$ cat config.mk
export PLATFORM = sky130hd
export DESIGN_NAME = sbd_datapath
export DESIGN_NICKNAME = d
export VERILOG_FILES = /design/src/sbd_pkg.sv /design/src/sbd_subtractor.sv /design/src/sbd_datapath.sv
export SDC_FILE = /design/constraint.sdc
export NUM_CORES = 1
export LEC_CHECK = 0
export CORE_ASPECT_RATIO = 0.6
export CORE_UTILIZATION = 45
export DETAILED_ROUTE_END_ITERATION = 10
export DONT_BUFFER_PORTS = 1
export GPL_TIMING_DRIVEN = 0
export SLEW_MARGIN = 40
export SYNTH_ARGS = -nofsm -noshare
export SYNTH_HDL_FRONTEND = slang
export SYNTH_HIERARCHICAL = 1
export SYNTH_SLANG_ARGS = --single-unit
export TNS_END_PERCENT = 20
$ cat constraint.sdc
create_clock -name clk -period 3.75 [get_ports clk]
set_input_delay 0.75 -clock clk [delete_from_list [all_inputs] [get_ports clk]]
set_output_delay 0.75 -clock clk [all_outputs]
set_load 0.05 [all_outputs]
$ cat src/sbd_pkg.sv
// package for the subtract datapath: opcodes, address limits, phases, structs
// assumes a four-phase core cycle driven by one clock and a decoder upstream
package sbd_pkg;
  // ==========================================================
  // opcode fields
  localparam logic [5:0] SBD_OP_FILE_HI    = 6'h17; // 0101 11
  localparam logic [5:0] SBD_OP_BORROW_HI  = 6'h16; // 0101 10
  localparam logic [7:0] SBD_OP_LIT_HI     = 8'h08; // 0000 1000
  localparam logic [7:0] SBD_INDEX_LIMIT   = 8'h5F; // 95
  localparam logic [7:0] SBD_ACCESS_SPLIT  = 8'h60; // access bank low/high split
  localparam logic [3:0] SBD_SFR_BANK      = 4'hF;
  localparam logic [7:0] SBD_WREG_RESET    = 8'h00;
  localparam logic [4:0] SBD_FLAGS_RESET   = 5'h00;
  // ==========================================================
  // four phase cycle
  typedef enum logic [1:0] {
    SBD_Q1 = 2'b00,
    SBD_Q2 = 2'b01,
    SBD_Q3 = 2'b10,
    SBD_Q4 = 2'b11
  } sbd_phase_e;
  typedef enum logic [1:0] {
    SBD_OP_NONE = 2'b00,
    SBD_OP_FILE = 2'b01,
    SBD_OP_BORROW = 2'b10,
    SBD_OP_LIT  = 2'b11
  } sbd_op_e;
  // status bits: negative, overflow, zero, digit carry, carry (carry means no borrow)
  typedef struct packed {
    logic n;
    logic overflow_flag;
    logic z;
    logic digit_carry_flag;
    logic c;
  } sbd_flags_s;
  typedef struct packed {
    logic [7:0] value;
    sbd_flags_s flags;
  } sbd_result_s;
endpackage : sbd_pkg

$ cat src/sbd_subtractor.sv
// combinational 8-bit subtractor with status flag generation
// assumes operands are stable during the processing phase
`timescale 1ns/1ns
module sbd_subtractor (
  input  wire logic [7:0]          minuend,
  input  wire logic [7:0]          subtrahend,
  input  wire logic                carry_in,
  output sbd_pkg::sbd_result_s     result
);
  logic [8:0] full;
  logic [4:0] low;
  // ==========================================================
  // a - b - !c done as a + ~b + c, so carry out is not-borrow
  always_comb
  begin
    full = {1'b0, minuend} + {1'b0, ~subtrahend} + {8'h00, carry_in};
    low  = {1'b0, minuend[3:0]} + {1'b0, ~subtrahend[3:0]} + {4'h0, carry_in};
    result.value    = full[7:0];
    result.flags.c  = full[8];
    result.flags.digit_carry_flag = low[4];
    result.flags.z  = (full[7:0] == 8'h00);
    result.flags.n  = full[7];
    result.flags.overflow_flag = (minuend[7] != subtrahend[7]) && (full[7] != minuend[7]);
  end
endmodule : sbd_subtractor

$ cat src/sbd_datapath.sv
// subtract datapath: decodes three subtract forms, addresses operand, writes result
// assumes the register file answers a read within the same phase (combinational)
`timescale 1ns/1ns
module sbd_datapath (
  input  wire logic                clk,
  input  wire logic                reset,
  input  wire logic [15:0]         instr,
  input  wire logic                instr_valid,
  input  wire logic                ext_set_enable,
  input  wire logic [3:0]          bank_select_register,
  input  wire logic [11:0]         index_base,
  input  wire logic [7:0]          file_rdata,
  output logic [11:0]              file_addr,
  output logic                     file_we,
  output logic [7:0]               file_wdata,
  output logic [7:0]               wreg,
  output sbd_pkg::sbd_flags_s      flags,
  output sbd_pkg::sbd_phase_e      phase,
  output logic                     busy
);
  sbd_pkg::sbd_phase_e next_phase;
  sbd_pkg::sbd_op_e    op;
  sbd_pkg::sbd_op_e    next_op;
  logic                dest;
  logic                next_dest;
  logic [11:0]         next_file_addr;
  logic [7:0]          operand;
  logic [7:0]          next_operand;
  logic [7:0]          literal;
  logic [7:0]          next_literal;
  logic [7:0]          next_wreg;
  sbd_pkg::sbd_flags_s next_flags;
  logic                next_file_we;
  logic [7:0]          next_file_wdata;
  sbd_pkg::sbd_result_s res;
  logic [7:0]          minuend;

  sbd_pkg::sbd_op_e    decoded_op;
  logic                write_file;

  // ==========================================================
  // address resolution
  // access bank, banked, or indexed offset; the indexed form covers only the
  // low part of the access bank, so the special registers above it stay reachable
  function automatic logic [11:0] sbd_resolve(
    input logic [7:0]  f,
    input logic        a,
    input logic        ext,
    input logic [3:0]  bank,
    input logic [11:0] base
  );
    logic [11:0] r;
    r = 12'h000;
    if (a)
      r = {bank, f};
    else if (ext && (f <= sbd_pkg::SBD_INDEX_LIMIT))
      r = base + {4'h0, f};                                      // wraps in 4K
    else if (f < sbd_pkg::SBD_ACCESS_SPLIT)
      r = {4'h0, f};
    else
      r = {sbd_pkg::SBD_SFR_BANK, f};
    return r;
  endfunction : sbd_resolve

  // ==========================================================
  // opcode decode
  // words outside the three subtract forms decode as none, so a foreign
  // word runs its four phases without touching wreg, flags or the file
  function automatic sbd_pkg::sbd_op_e sbd_decode(
    input logic [15:0] word,
    input logic        valid
  );
    sbd_pkg::sbd_op_e k;
    k = sbd_pkg::SBD_OP_NONE;
    if (!valid)
      k = sbd_pkg::SBD_OP_NONE;
    else if (word[15:10] == sbd_pkg::SBD_OP_FILE_HI)
      k = sbd_pkg::SBD_OP_FILE;
    else if (word[15:10] == sbd_pkg::SBD_OP_BORROW_HI)
      k = sbd_pkg::SBD_OP_BORROW;
    else if (word[15:8] == sbd_pkg::SBD_OP_LIT_HI)
      k = sbd_pkg::SBD_OP_LIT;
    return k;
  endfunction : sbd_decode

  // ==========================================================
  // operand steering
  // the literal form always lands in wreg, whatever bit 9 of its word holds
  assign decoded_op = sbd_decode(instr, instr_valid);
  assign minuend    = (op == sbd_pkg::SBD_OP_LIT) ? literal : operand;
  assign busy       = (op != sbd_pkg::SBD_OP_NONE);
  assign write_file = (op != sbd_pkg::SBD_OP_LIT) && dest;

  // the borrow form feeds the stored carry back in; the others subtract plainly
  sbd_subtractor u_sub (
    .minuend    (minuend),
    .subtrahend (wreg),
    .carry_in   ((op == sbd_pkg::SBD_OP_BORROW) ? flags.c : 1'b1),
    .result     (res)
  );

  // ==========================================================
  // phase sequencer
  // free-running four-phase count; it never stalls, so the decoder must
  // present each word in Q1 and may send one every four clocks
  always_comb
  begin
    next_phase = sbd_pkg::sbd_phase_e'(phase + 2'b01);
  end

  always_ff @(posedge clk)
  begin
    if (reset)
    begin
      phase <= sbd_pkg::SBD_Q1;
    end
    else
    begin
      phase <= next_phase;
    end
  end

  // ==========================================================
  // decode and operand fetch
  always_comb
  begin
    next_op        = op;
    next_dest      = dest;
    next_literal   = literal;
    next_file_addr = file_addr;
    next_operand   = operand;
    case (phase)
      sbd_pkg::SBD_Q1:
      begin
        // the address is resolved for foreign words too; it is never used then
        next_op        = decoded_op;
        next_dest      = instr[9];
        next_literal   = instr[7:0];
        next_file_addr = sbd_resolve(instr[7:0], instr[8], ext_set_enable,
                                     bank_select_register, index_base);
      end
      sbd_pkg::SBD_Q2:
      begin
        next_operand = file_rdata;                                 // operand read
      end
      sbd_pkg::SBD_Q3:
      begin
        next_operand = operand;                                    // held for the subtractor
      end
      sbd_pkg::SBD_Q4:
      begin
        next_op = sbd_pkg::SBD_OP_NONE;                            // write ends the cycle
      end
      default:
      begin
        next_op = sbd_pkg::SBD_OP_NONE;
      end
    endcase
  end

  // registers of the decode group; reset leaves the datapath idle
  always_ff @(posedge clk)
  begin
    if (reset)
    begin
      op        <= sbd_pkg::SBD_OP_NONE;
      dest      <= 1'b0;
      literal   <= 8'h00;
      file_addr <= 12'h000;
      operand   <= 8'h00;
    end
    else
    begin
      op        <= next_op;
      dest      <= next_dest;
      literal   <= next_literal;
      file_addr <= next_file_addr;
      operand   <= next_operand;
    end
  end

  // ==========================================================
  // result and write back
  // flags, and wreg when it is the destination, move once per subtract, at the end of Q3; the file write
  // strobe then stands through Q4 so the write lands on the next Q1 edge
  always_comb
  begin
    next_wreg       = wreg;
    next_flags      = flags;
    next_file_we    = 1'b0;
    next_file_wdata = file_wdata;
    case (phase)
      sbd_pkg::SBD_Q3:
      begin
        if (op != sbd_pkg::SBD_OP_NONE)
        begin
          next_flags = res.flags;
          if (write_file)
          begin
            next_file_we    = 1'b1;
            next_file_wdata = res.value;
          end
          else
          begin
            next_wreg = res.value;
          end
        end
      end
      default:
      begin
        next_file_we = 1'b0;
      end
    endcase
  end

  // registers of the result group; file_we is high during Q4 only
  always_ff @(posedge clk)
  begin
    if (reset)
    begin
      wreg       <= sbd_pkg::SBD_WREG_RESET;
      flags      <= sbd_pkg::sbd_flags_s'(sbd_pkg::SBD_FLAGS_RESET);
      file_we    <= 1'b0;
      file_wdata <= 8'h00;
    end
    else
    begin
      wreg       <= next_wreg;
      flags      <= next_flags;
      file_we    <= next_file_we;
      file_wdata <= next_file_wdata;
    end
  end
endmodule : sbd_datapath

## Yosys cells after proc, flatten, opt, wreduce, memory -nomap -nowiden

Cells that the tools add are included.
W data, S select, Z words.

| word-level totals | value |
|---|---|
| flip-flop bits (word level) | 55 |
| output and inout bits | 37 |
| logic and storage cells | 60 |

| operators by class | value |
|---|---|
| multiplexer cells | 11 |
| eq/ne operators | 11 |
| reductions and logical operators | 11 |
| magnitude comparators | 2 |
| add/sub/neg operators | 6 |
| bitwise gates (word level) | 5 |

Operator list:

| kind | number |
|---|---|
| $mux W12 | 3 |
| $add A12 B8 Y12 | 1 |
| $eq A6 B5 Y1 const B | 2 |
| $add A8 B8 Y9 | 1 |
| $add A9 B1 Y9 | 1 |
| $eq A2 B2 Y1 const B | 4 |
| $eq A8 B4 Y1 const B | 1 |
| $le A8 B7 Y1 const B | 1 |
| $logic_not A8 Y1 | 1 |
| $lt A8 B7 Y1 const B | 1 |
| $mux W2 | 4 |
| $mux W8 | 1 |
| $not A8 Y8 | 1 |
| $reduce_and A3 Y1 | 2 |
| $add A4 B4 Y5 | 1 |
| $add A5 B1 Y5 | 1 |
| $not A4 Y4 | 1 |
| $pmux W2 S2 | 1 |
| $reduce_bool A2 Y1 | 2 |
| $logic_and A1 B1 Y1 | 3 |
| $not A1 Y1 | 3 |
| $reduce_or A3 Y1 | 1 |
| $add A2 B1 Y2 const B | 1 |
| $eq A2 B1 Y1 const B | 1 |
| other kinds (5) | 7 |

## Logic depth before layout (Yosys ltp)

Gate-level depths: netlist of run 1.

| logic depth | value |
|---|---|
| depth in word-level cells | 6 |
| depth in mapped cells | 13 |

## Cells and area by module

The synthesis of run 1 kept the hierarchy.

Modules (own cells, without submodules):

| module | instances | sequential area each (um^2) | area each (um^2) | cells each |
|---|---|---|---|---|
| sbd_datapath | 1 | 1101.1 | 2776.4 | 310 |
| sbd_subtractor | 1 | 0.0 | 445.4 | 60 |

## Worst setup path before layout of run 1

OpenSTA, ideal clock, no wires.

| timing path | value |
|---|---|
| kind | register to register |
| from | reg op[1] |
| to | reg flags[2] (netlist name) |
| path buffers | 1 |
| data arrival time | 2.871 ns |
| path slack | 0.814 ns |
| cell stages (with the launch flop) | 14 |
| library setup time | 0.066 ns |
| path through | dfxtp_1 -> clkbuf_1 -> nand2_1 -> mux2_2 -> fa_1 -> inv_1 -> fa_1 -> nor2b_1 -> o21a_1 -> or3_1 -> a211o_1 -> nor4_2 -> mux2i_1 -> nor2_1 |

RTL lines:

| item | RTL line | RTL |
|---|---|---|
| start: declaration | sbd_datapath.sv:22 | `sbd_pkg::sbd_op_e op;` |
| start signal: assignment | sbd_datapath.sv:166 | `op <= sbd_pkg::SBD_OP_NONE;` |
| start signal: assignment | sbd_datapath.sv:174 | `op <= next_op;` |
| end signal: assignment | sbd_datapath.sv:222 | `flags <= sbd_pkg::sbd_flags_s'(sbd_pkg::SBD_FLAGS_RESET);` |
| end signal: assignment | sbd_datapath.sv:229 | `flags <= next_flags;` |
| end: declaration | sbd_datapath.sv:17 | `output sbd_pkg::sbd_flags_s flags,` |

==> results of run 1 <==
==> critical path: cells and delay by family (launching register included) <==
kind / cells / cell delay (ns)
AOI/OAI and AO/OA: 2 / 0.49
adders and majority gates: 2 / 0.67
buffers and inverters: 2 / 0.36
DFF: 1 / 0.32
muxes: 2 / 0.52
and+or+nand+nor: 5 / 1.06
==> per-stage QoR <==
step           std cells  worst slack (ns)  util, %
2_1_floorplan        370            0.8138        -
3_3_place_gp         457            0.3241    49.04
3_5_place_dp         457            0.2898    49.04
4_1_cts              465            0.2631    51.18
5_1_grt              465           0.04555    51.18
6_report             465            0.2633    51.18
==> power by group through the flow <==
stage | Clock (mW) | Combinational, mW | Sequential, mW
after CTS | 0.472 | 0.276 | 0.696
final | 0.463 | 0.278 | 0.695
after detailed placement | 0 | 0.274 | 0.710
after floorplan | 0 | 0.218 | 0.702
after global routing | 0.503 | 0.307 | 0.700
after global placement | 0 | 0.269 | 0.709
==> cells in the mapped netlist (8+ instances only) <==
cell type  instances
dfxtp_1           55
nor2_1            53
mux2i_1           39
inv_1             25
ha_1              19
nand2_1           18
a21oi_1           14
nor3_1            13
o21ai_0           13
clkbuf_1           9
mux2_2             8
o21a_1             8
==> final timing paths <==
path         startpoint         end  slack (ns)  cells past startpoint
max               op[1]    flags[2]        0.26                     13
min          operand[0]  operand[0]        0.49                      2
max reg2reg       op[1]    flags[2]        0.26                     13
min reg2reg  operand[0]  operand[0]        0.49                      2
==> kinds of logic after synthesis <==
family                   Yosys count
AO/OA/AOI/OAI                     73
multiplexers                      47
flip-flops                        55
XOR/XNOR                           5
AND/OR/NAND/NOR                  126
buffers and inverters             41
adder cells (fa/ha/maj)           23
==> area by class of cell <==
cell class / count / area (sq um)
sequential: 55 / 1101
inverter: 25 / 93.84
clock inverter: 3 / 20.02
multi-input combinational: 274 / 1961
fill: 643 / 3316
clock buffer: 5 / 125.1
buffer: 16 / 66.31
tap: 87 / 108.9
==> registers in the layout (all words and copies together) (netlist names) <==
register    count
operand         8
file_wdata      8
file_addr      12
flags           5
file_we         1
op              2
phase           2
dest            1
literal         8
wreg            8
==> per-layer routing <==
layer  up-vias  global-route usage, %
li1       1327                      -
met1      1161                  33.86
met2        90                  28.28
met3         4                  9.515
met4         0                  2.534
met5         -                      0
==> impl_metrics.tcl, run 1 <==
set metrics [dict create \
    run_status "finished with violations" \
    violations "design-rule violations" \
    io_buffers 0 \
    syn_inst 370 \
    combPwrFrac_pct 19.4 \
    dr.pass1.iters 7 \
    switching_share_pct 31.76 \
    fp.dieW_um 111.2 \
    most-common-layout-cells "55 x dfxtp_1, 53 x nor2_1, 39 x mux2i_1" \
    seqPwrFrac_pct 48.4 \
    rsz0062_at_grt "false" \
    p_sw_uw 456.1 \
    synth.area.mux_share_pct 14.91 \
    routed_wirelength_um 8242 \
    avgSynthCellArea_sq_um 8.708 \
    wl_met3_um 860 \
    cts_resized 0 \
    first_iter_violations 176 \
    nets 443 \
    hold_viol 0 \
    gp_congestion 0.8460 \
    grt_max_degree 18 \
    cp_slowest_cell "fa_1" \
    p_clk_share_pct 32.2 \
    ys_types 55 \
    tightestPinTransition_ns 0.6826 \
    finClkSkew_ns 0.006600 \
    synth_area_sq_um 3222 \
    routedWlPerCell_um 17.72 \
    clock_latency_ns 0.29 \
    ctsRootBufferMaster "clkbuf_16" \
    timing.fmax_mhz 286.8 \
    top_layer "met4" \
    via_per_inst 5.553 \
    slew_violations 0 \
    synth_compound_area_share_pct 16.16 \
    powerDensity_nw_per_um2 413.2 \
    htreeDepth 2 \
    met1_length_um 4446 \
    synth_nets 436 \
    min_period_ns 3.487 \
    cts_buffers 5 \
    yosysSeqAreaShare_pct 34.17 \
    drc 14 \
    synth_fa_ha_area_share_pct 9.553 \
    synthArstFlopShare_pct 0 \
    power_mw 1.436 \
    fin_setup_tns_ns 0 \
    clkTransAtPathRegs_ns 0.07 \
    grt_pass1_wl_um 12630 \
    post_cts_hold_buffer_count 0 \
    max-slew-margin-rel_pct 54.49 \
    crit_top_cell "fa_1" \
    max-cap-violations 0 \
    die_y_um 67.54 \
    synth_xor_area_share_pct 1.359 \
    yosys_warnings 6 \
    dr_wl_met2_um 2909 \
    critPathLaunchType "flop" \
    cts_sinks 55 \
    arrival_ns 3.71 \
    std_cell_rows 23 \
    worstSetupEndpointType "flop" \
    yosys.area.top_type "dfxtp_1" \
    antenna_cells 0 \
    setup_violations 0 \
    hold_slack_ns 0.4908 \
    final_common_cell "dfxtp_1" \
    grt_use_total_pct 22.19 \
    synth_top_family_by_area "simple AND/OR/NAND/NOR gates" \
    place_area_sq_um 3331 \
    stdcell_area_sq_um 3476 \
    grt_overflow_total 0 \
    postCtsSetupRepairBufs 0 \
    clock_path_buffers 2 \
    required_ns 3.98 \
    power.leakage_nw 1.554 \
    antenna_left 0 \
    core-area_sq_um 6792 \
    synth_top_area_share_pct 34.17 \
    die_area_sq_um 7513 \
    ir_drop_mv 0.2535 \
    pin_count 81 \
    worst-setup-path-type "reg2reg" \
    grt_pass1_vias 2348 \
    synth_area_leaders "dfxtp_1 34%, mux2i_1 12%, ha_1 7.4%, nor2_1 6.2%, inv_1 2.9%" \
    tritoncts "yes" \
    slowest_delay_ns 0.47 \
    start_util_pct 47.44 \
    areaGrowthSynthToFinish_pct 7.883 \
    min_period_over_period_pct 92.98 \
    synthSimpleGateAreaFrac_pct 18.87 \
    synth_edf_count 0 \
    synth_flop_cell "dfxtp_1" \
    power.internal_uw 980.0 \
    crit_path_cell_trace "clkbuf_1 > nand2_1 > mux2_2 > fa_1 > inv_1 > fa_1 > nor2b_1 > o21a_1 > or3_1 > a211o_1 > nor4_2 > mux2i_1 > nor2_1" \
    ys_ff_latch 55 \
    drive_gt1_share_pct 6.878 \
    hp-class "reg2reg" \
    dpl.hpwl_um 6420 \
    routed-via-count 2582 \
    path_max_fanout 8 \
    antenna_found_initial 0 \
]
No activity file was read; power rests on OpenSTA's default activity.
==> run 2, diff against run 1 <==
--- a/config.mk
+++ b/config.mk
@@ -10,6 +10,7 @@
 export DETAILED_ROUTE_END_ITERATION = 10
 export DONT_BUFFER_PORTS = 1
 export GPL_TIMING_DRIVEN = 0
+export PLACE_DENSITY = 0.58
 export SLEW_MARGIN = 40
 export SYNTH_ARGS = -nofsm -noshare
 export SYNTH_HDL_FRONTEND = slang
==> run 2 against run 1 <==
Worst hold slack better by 0.0032 ns. Maximum frequency rose by 2.9%. Core utilization hardly changed. Clock-buffer cell count increased by 1. Highest routed layer unchanged. Critical path depth stayed put. First-iteration DRC count fell by 0.57%. Die area unchanged. Clock skew rose by 0.0032 ns. Sequential share of layout area is essentially flat. The flow still finishes with violations (design-rule violations). Global-route usage rose by 0.85 points. Sequential power is essentially flat.
==> impl_metrics.tcl, run 2 (synthesis results as in run 1) <==
set metrics [dict create \
    run_status "finished with violations" \
    violations "design-rule violations" \
    postCtsSetupRepairBufs 0 \
    combPwrFrac_pct 19.3 \
    reg2reg_slack_ns 0.36 \
    min_period_ns 3.389 \
    drc 16 \
    path_max_fanout 8 \
    ir_drop_mv 0.2015 \
    fin_setup_tns_ns 0 \
    reg2reg_depth 13 \
    grt_pass1_vias 2397 \
    powerDensity_nw_per_um2 416.0 \
    dr.pass1.iters 8 \
    stdcell_area_sq_um 3477 \
    worstSetupEndpointType "flop" \
    regMostFlops "file_addr" \
    cts_resized 0 \
    hold_viol 0 \
    place_area_sq_um 3331 \
    clock_path_buffers 2 \
    gp_congestion 0.8955 \
    ctsRootBufferMaster "clkbuf_16" \
    routedWlPerCell_um 17.84 \
    slew_violations 0 \
    cts_sinks 55 \
    cts_buffers 5 \
    core-area_sq_um 6792 \
    die_area_sq_um 7513 \
    p_sw_uw 451.2 \
    io_buffers 0 \
    post_cts_hold_buffer_count 0 \
    pin_count 81 \
    routed-via-count 2659 \
    rr_startpoint "op[1]" \
    worstHoldEndpoint "operand[2]" \
    setup_violations 0 \
    critical_path_buf_inv_count 2 \
    nets 443 \
    fp.dieW_um 111.2 \
    grt_pass1_wl_um 12920 \
    tightestPinTransition_ns 0.6387 \
    std_cell_rows 23 \
    max-cap-violations 0 \
    seqPwrFrac_pct 48.1 \
    grt_overflow_total 0 \
    path_delay_family "simple AND/OR/NAND/NOR gates" \
    via_per_inst 5.731 \
    switching_share_pct 31.19 \
    first_iter_violations 175 \
    antenna_cells 0 \
    largest_reg_flops 12 \
    min_period_over_period_pct 90.37 \
    clock_latency_ns 0.30 \
    crit_path_cell_trace "clkbuf_1 > nand2_2 > mux2_2 > fa_1 > inv_1 > fa_1 > nor2b_1 > o21a_1 > or3_1 > a211o_1 > nor4_2 > mux2i_1 > nor2_1" \
    crit_top_cell "fa_1" \
    p_clk_share_pct 32.5 \
    worst-setup-path-type "reg2reg" \
    critPathLaunchType "flop" \
    worstReg2RegEnd "flags[2]" \
    rsz0062_at_grt "false" \
    slowest_delay_ns 0.47 \
    clkTransAtPathRegs_ns 0.07 \
    dpl.hpwl_um 6630 \
    grt_use_total_pct 23.04 \
    min_delay_path_depth 2 \
    max-slew-margin-rel_pct 57.36 \
    antenna_found_initial 0 \
    timing.fmax_mhz 295.1 \
    start_util_pct 47.44 \
    htreeDepth 2 \
    cp_slowest_cell "fa_1" \
    routed_wirelength_um 8277 \
    tritoncts "yes" \
    hp-class "reg2reg" \
    drive_gt1_share_pct 6.897 \
    grt_max_degree 16 \
    areaGrowthSynthToFinish_pct 7.922 \
    min_from "operand[2]" \
    finClkSkew_ns 0.009753 \
    hold_slack_ns 0.4940 \
    power.leakage_nw 1.562 \
    final_common_cell "dfxtp_1" \
    arrival_ns 3.62 \
    critPathLaunch "op[1]" \
    die_y_um 67.54 \
    most-common-layout-cells "55 x dfxtp_1, 53 x nor2_1, 39 x mux2i_1" \
    fillCellCount 657 \
    power.internal_uw 995.4 \
    antenna_left 0 \
    required_ns 3.98 \
]
## run 2: area by class of cell
class	instances	area (sq um)	share of cell area, %
plain buffers	16	66.31	1.907
clock buffers	6	138.9	3.994
clock inverters	1	5.005	0.1439
inverters	25	93.84	2.699
multi-input cells	274	1963	56.46
flip-flops and latches	55	1101	31.67
well taps	87	108.9	3.131
## run 2: worst register-to-register path: cells and delay by family, from the launching register on
kind	cells	cell delay (ns)
DFF	1	0.31
muxes	2	0.49
AOI/OAI and AO/OA	2	0.51
adders and majority gates	2	0.67
buffers and inverters	2	0.36
and+or+nand+nor	5	0.99
## run 2: power groups by stage
stage	combinational, mW	sequential, mW	clock [mW]
floorplan	0.218	0.702	0
global placement	0.271	0.709	0
detailed placement	0.276	0.710	0
CTS	0.278	0.696	0.485
global route	0.310	0.700	0.506
finish	0.280	0.696	0.471
## run 2: how the worst max path moves through the flow
stage / cells past startpoint / slack, ns / endpoint
finish: 13 / 0.36 / flags[2]
global route: 13 / 0.11 / flags[2]
global placement: 13 / 0.35 / flags[2]
CTS: 13 / 0.26 / flags[2]
floorplan: 13 / 0.81 / flags[2]
detailed placement: 13 / 0.29 / flags[2]
## run 2: per-layer routing
layer | GRT usage [%] | vias to the layer above | part of all wire (%)
li1 | - | 1331 | -
met1 | 34.61 | 1216 | 54
met2 | 29.30 | 102 | 34
met3 | 9.246 | 10 | 11
met4 | 5.574 | 0 | 0.88
met5 | 0 | - | 0
## run 2: per-stage QoR
step / setup WS, ns / power (mW) / cells / utilization, %
after floorplan: 0.8138 / 0.9204 / 370 / -
after global placement: 0.3465 / 0.9797 / 457 / 49.04
after detailed placement: 0.2932 / 0.9852 / 457 / 49.04
after CTS: 0.2646 / 1.460 / 464 / 51.16
after global routing: 0.1074 / 1.517 / 464 / 51.20
final: 0.3611 / 1.447 / 464 / 51.20
==> run 3, diff against run 2 <==
--- a/config.mk
+++ b/config.mk
@@ -10,7 +10,7 @@
 export DETAILED_ROUTE_END_ITERATION = 10
 export DONT_BUFFER_PORTS = 1
 export GPL_TIMING_DRIVEN = 0
-export PLACE_DENSITY = 0.58
+export PLACE_DENSITY = 0.69
 export SLEW_MARGIN = 40
 export SYNTH_ARGS = -nofsm -noshare
 export SYNTH_HDL_FRONTEND = slang
==> run 3 against run 2 <==
Critical endpoint unchanged. The run still ends with design-rule violations left. Core utilization increased by 0.39 points. Sequential share of layout area shrank 0.24 points. Total power increased by 4.6%. Register-to-register slack is essentially flat. Via count shrank 1.2%.
==> impl_metrics.tcl, run 3 (synthesis results as in run 1) <==
set metrics [dict create \
    run_status "finished with violations" \
    violations "design-rule violations" \
    routed-via-count 2627 \
    p_clk_share_pct 35.8 \
    combPwrFrac_pct 18.2 \
    power.leakage_nw 1.573 \
    most-common-layout-cells "55 x dfxtp_1, 53 x nor2_1, 39 x mux2i_1" \
    reg2reg_slack_ns 0.38 \
    max-slew-margin-rel_pct 56.14 \
    cts_resized 0 \
    hp-class "reg2reg" \
    min_period_ns 3.375 \
    tightestPinTransition_ns 0.6579 \
    grt_pass1_vias 2458 \
    die_y_um 67.54 \
    finClkSkew_ns 0.01004 \
    cts_buffers 5 \
    drive_gt1_share_pct 6.878 \
    place_ws_ns 0.4416 \
    clock_latency_ns 0.29 \
    core-area_sq_um 6792 \
    antenna_found_initial 0 \
    reg2reg_depth 13 \
    ir_drop_mv 0.2228 \
    power.internal_mw 1.052 \
    fin_ws_ns 0.3753 \
    grt_max_degree 19 \
    areaGrowthSynthToFinish_pct 8.738 \
    hold_viol 0 \
    drc 8 \
    dr.pass1.iters 7 \
    timing.fmax_mhz 296.3 \
    dp_cells 457 \
    worstSetupEndpointType "flop" \
    min_delay_path_depth 2 \
    std_cell_rows 23 \
    power_mw 1.512 \
    start_util_pct 47.44 \
    final_common_cell "dfxtp_1" \
    seqPwrFrac_pct 46.0 \
    die_area_sq_um 7513 \
    htreeDepth 2 \
    antenna_left 0 \
    worst-setup-path-type "reg2reg" \
    powerDensity_nw_per_um2 431.7 \
    nets 443 \
    first_iter_violations 113 \
    fin_setup_tns_ns 0 \
    routed_wirelength_um 7906 \
    cts_sinks 55 \
    largest_reg_flops 12 \
    io_buffers 0 \
    gp_congestion 0.8714 \
    dpl.hpwl_um 6256 \
    clock_path_buffers 2 \
    ctsRootBufferMaster "clkbuf_16" \
    via_per_inst 5.649 \
    grt_pass1_wl_um 12760 \
    pin_count 81 \
    tritoncts "yes" \
    grt_overflow_total 0 \
    routedWlPerCell_um 17.00 \
    required_ns 3.98 \
    p_sw_uw 460.0 \
    rsz0062_at_grt "false" \
    path_max_fanout 8 \
    fp.dieW_um 111.2 \
    antenna_cells 0 \
    hold_slack_ns 0.4933 \
    setup_violations 0 \
    slew_violations 0 \
    switching_share_pct 30.41 \
    critPathLaunchType "flop" \
    post_cts_hold_buffer_count 0 \
    max-cap-violations 0 \
    fin_cells 465 \
    grt_use_total_pct 21.86 \
    postCtsSetupRepairBufs 0 \
    regMostFlops "file_addr" \
    clkTransAtPathRegs_ns 0.07 \
    min_period_over_period_pct 89.99 \
    arrival_ns 3.60 \
]
==> run 3: layer usage <==
| metal | track usage (%) | vias up | part of all wire, % |
|---|---|---|---|
| li1 | - | 1327 | - |
| met1 | 32.44 | 1215 | 53 |
| met2 | 31.17 | 80 | 37 |
| met3 | 6.463 | 5 | 9.0 |
| met4 | 3.547 | 0 | 0.43 |
| met5 | 0 | - | 0 |
==> run 3: final cells by class <==
type                    count  area [sq um]
plain buffers              16         66.31
clock buffers               5         125.1
clock inverters             3         47.55
fillers                   658          3288
inverters                  25         93.84
multi-input cells         274          1961
flip-flops and latches     55          1101
well taps                  87         108.9
==> run 3: power by group through the flow <==
stage | combinational, mW | sequential, mW | clock, mW
6_report | 0.276 | 0.695 | 0.542
5_1_grt | 0.307 | 0.700 | 0.573
4_1_cts | 0.273 | 0.696 | 0.556
3_5_place_dp | 0.271 | 0.709 | 0
3_3_place_gp | 0.266 | 0.709 | 0
2_1_floorplan | 0.218 | 0.702 | 0
==> run 3: worst paths after layout <==
kind                     end  startpoint
setup reg to reg    flags[2]       op[1]
hold / removal    operand[5]  operand[5]
hold reg to reg   operand[5]  operand[5]
setup / recovery    flags[2]       op[1]
==> run 3: critical path, stage by stage, from the launching register on <==
cell      delay (ns)
dfxtp_1         0.31
clkbuf_1        0.23
nand2_1         0.30
mux2_2          0.40
fa_1            0.47
inv_1           0.09
fa_1            0.20
nor2b_1         0.07
o21a_1          0.18
or3_1           0.32
a211o_1         0.31
nor4_2          0.21
mux2i_1         0.12
nor2_1          0.10
==> run 3: through the flow <==
| step | cell area (sq um) | util, % |
|---|---|---|
| 6_report | 3503 | 51.58 |
| 5_1_grt | 3503 | 51.58 |
| 4_1_cts | 3503 | 51.58 |
| 3_5_place_dp | 3331 | 49.04 |
| 3_3_place_gp | 3331 | 49.04 |
| 2_1_floorplan | 3222 | - |
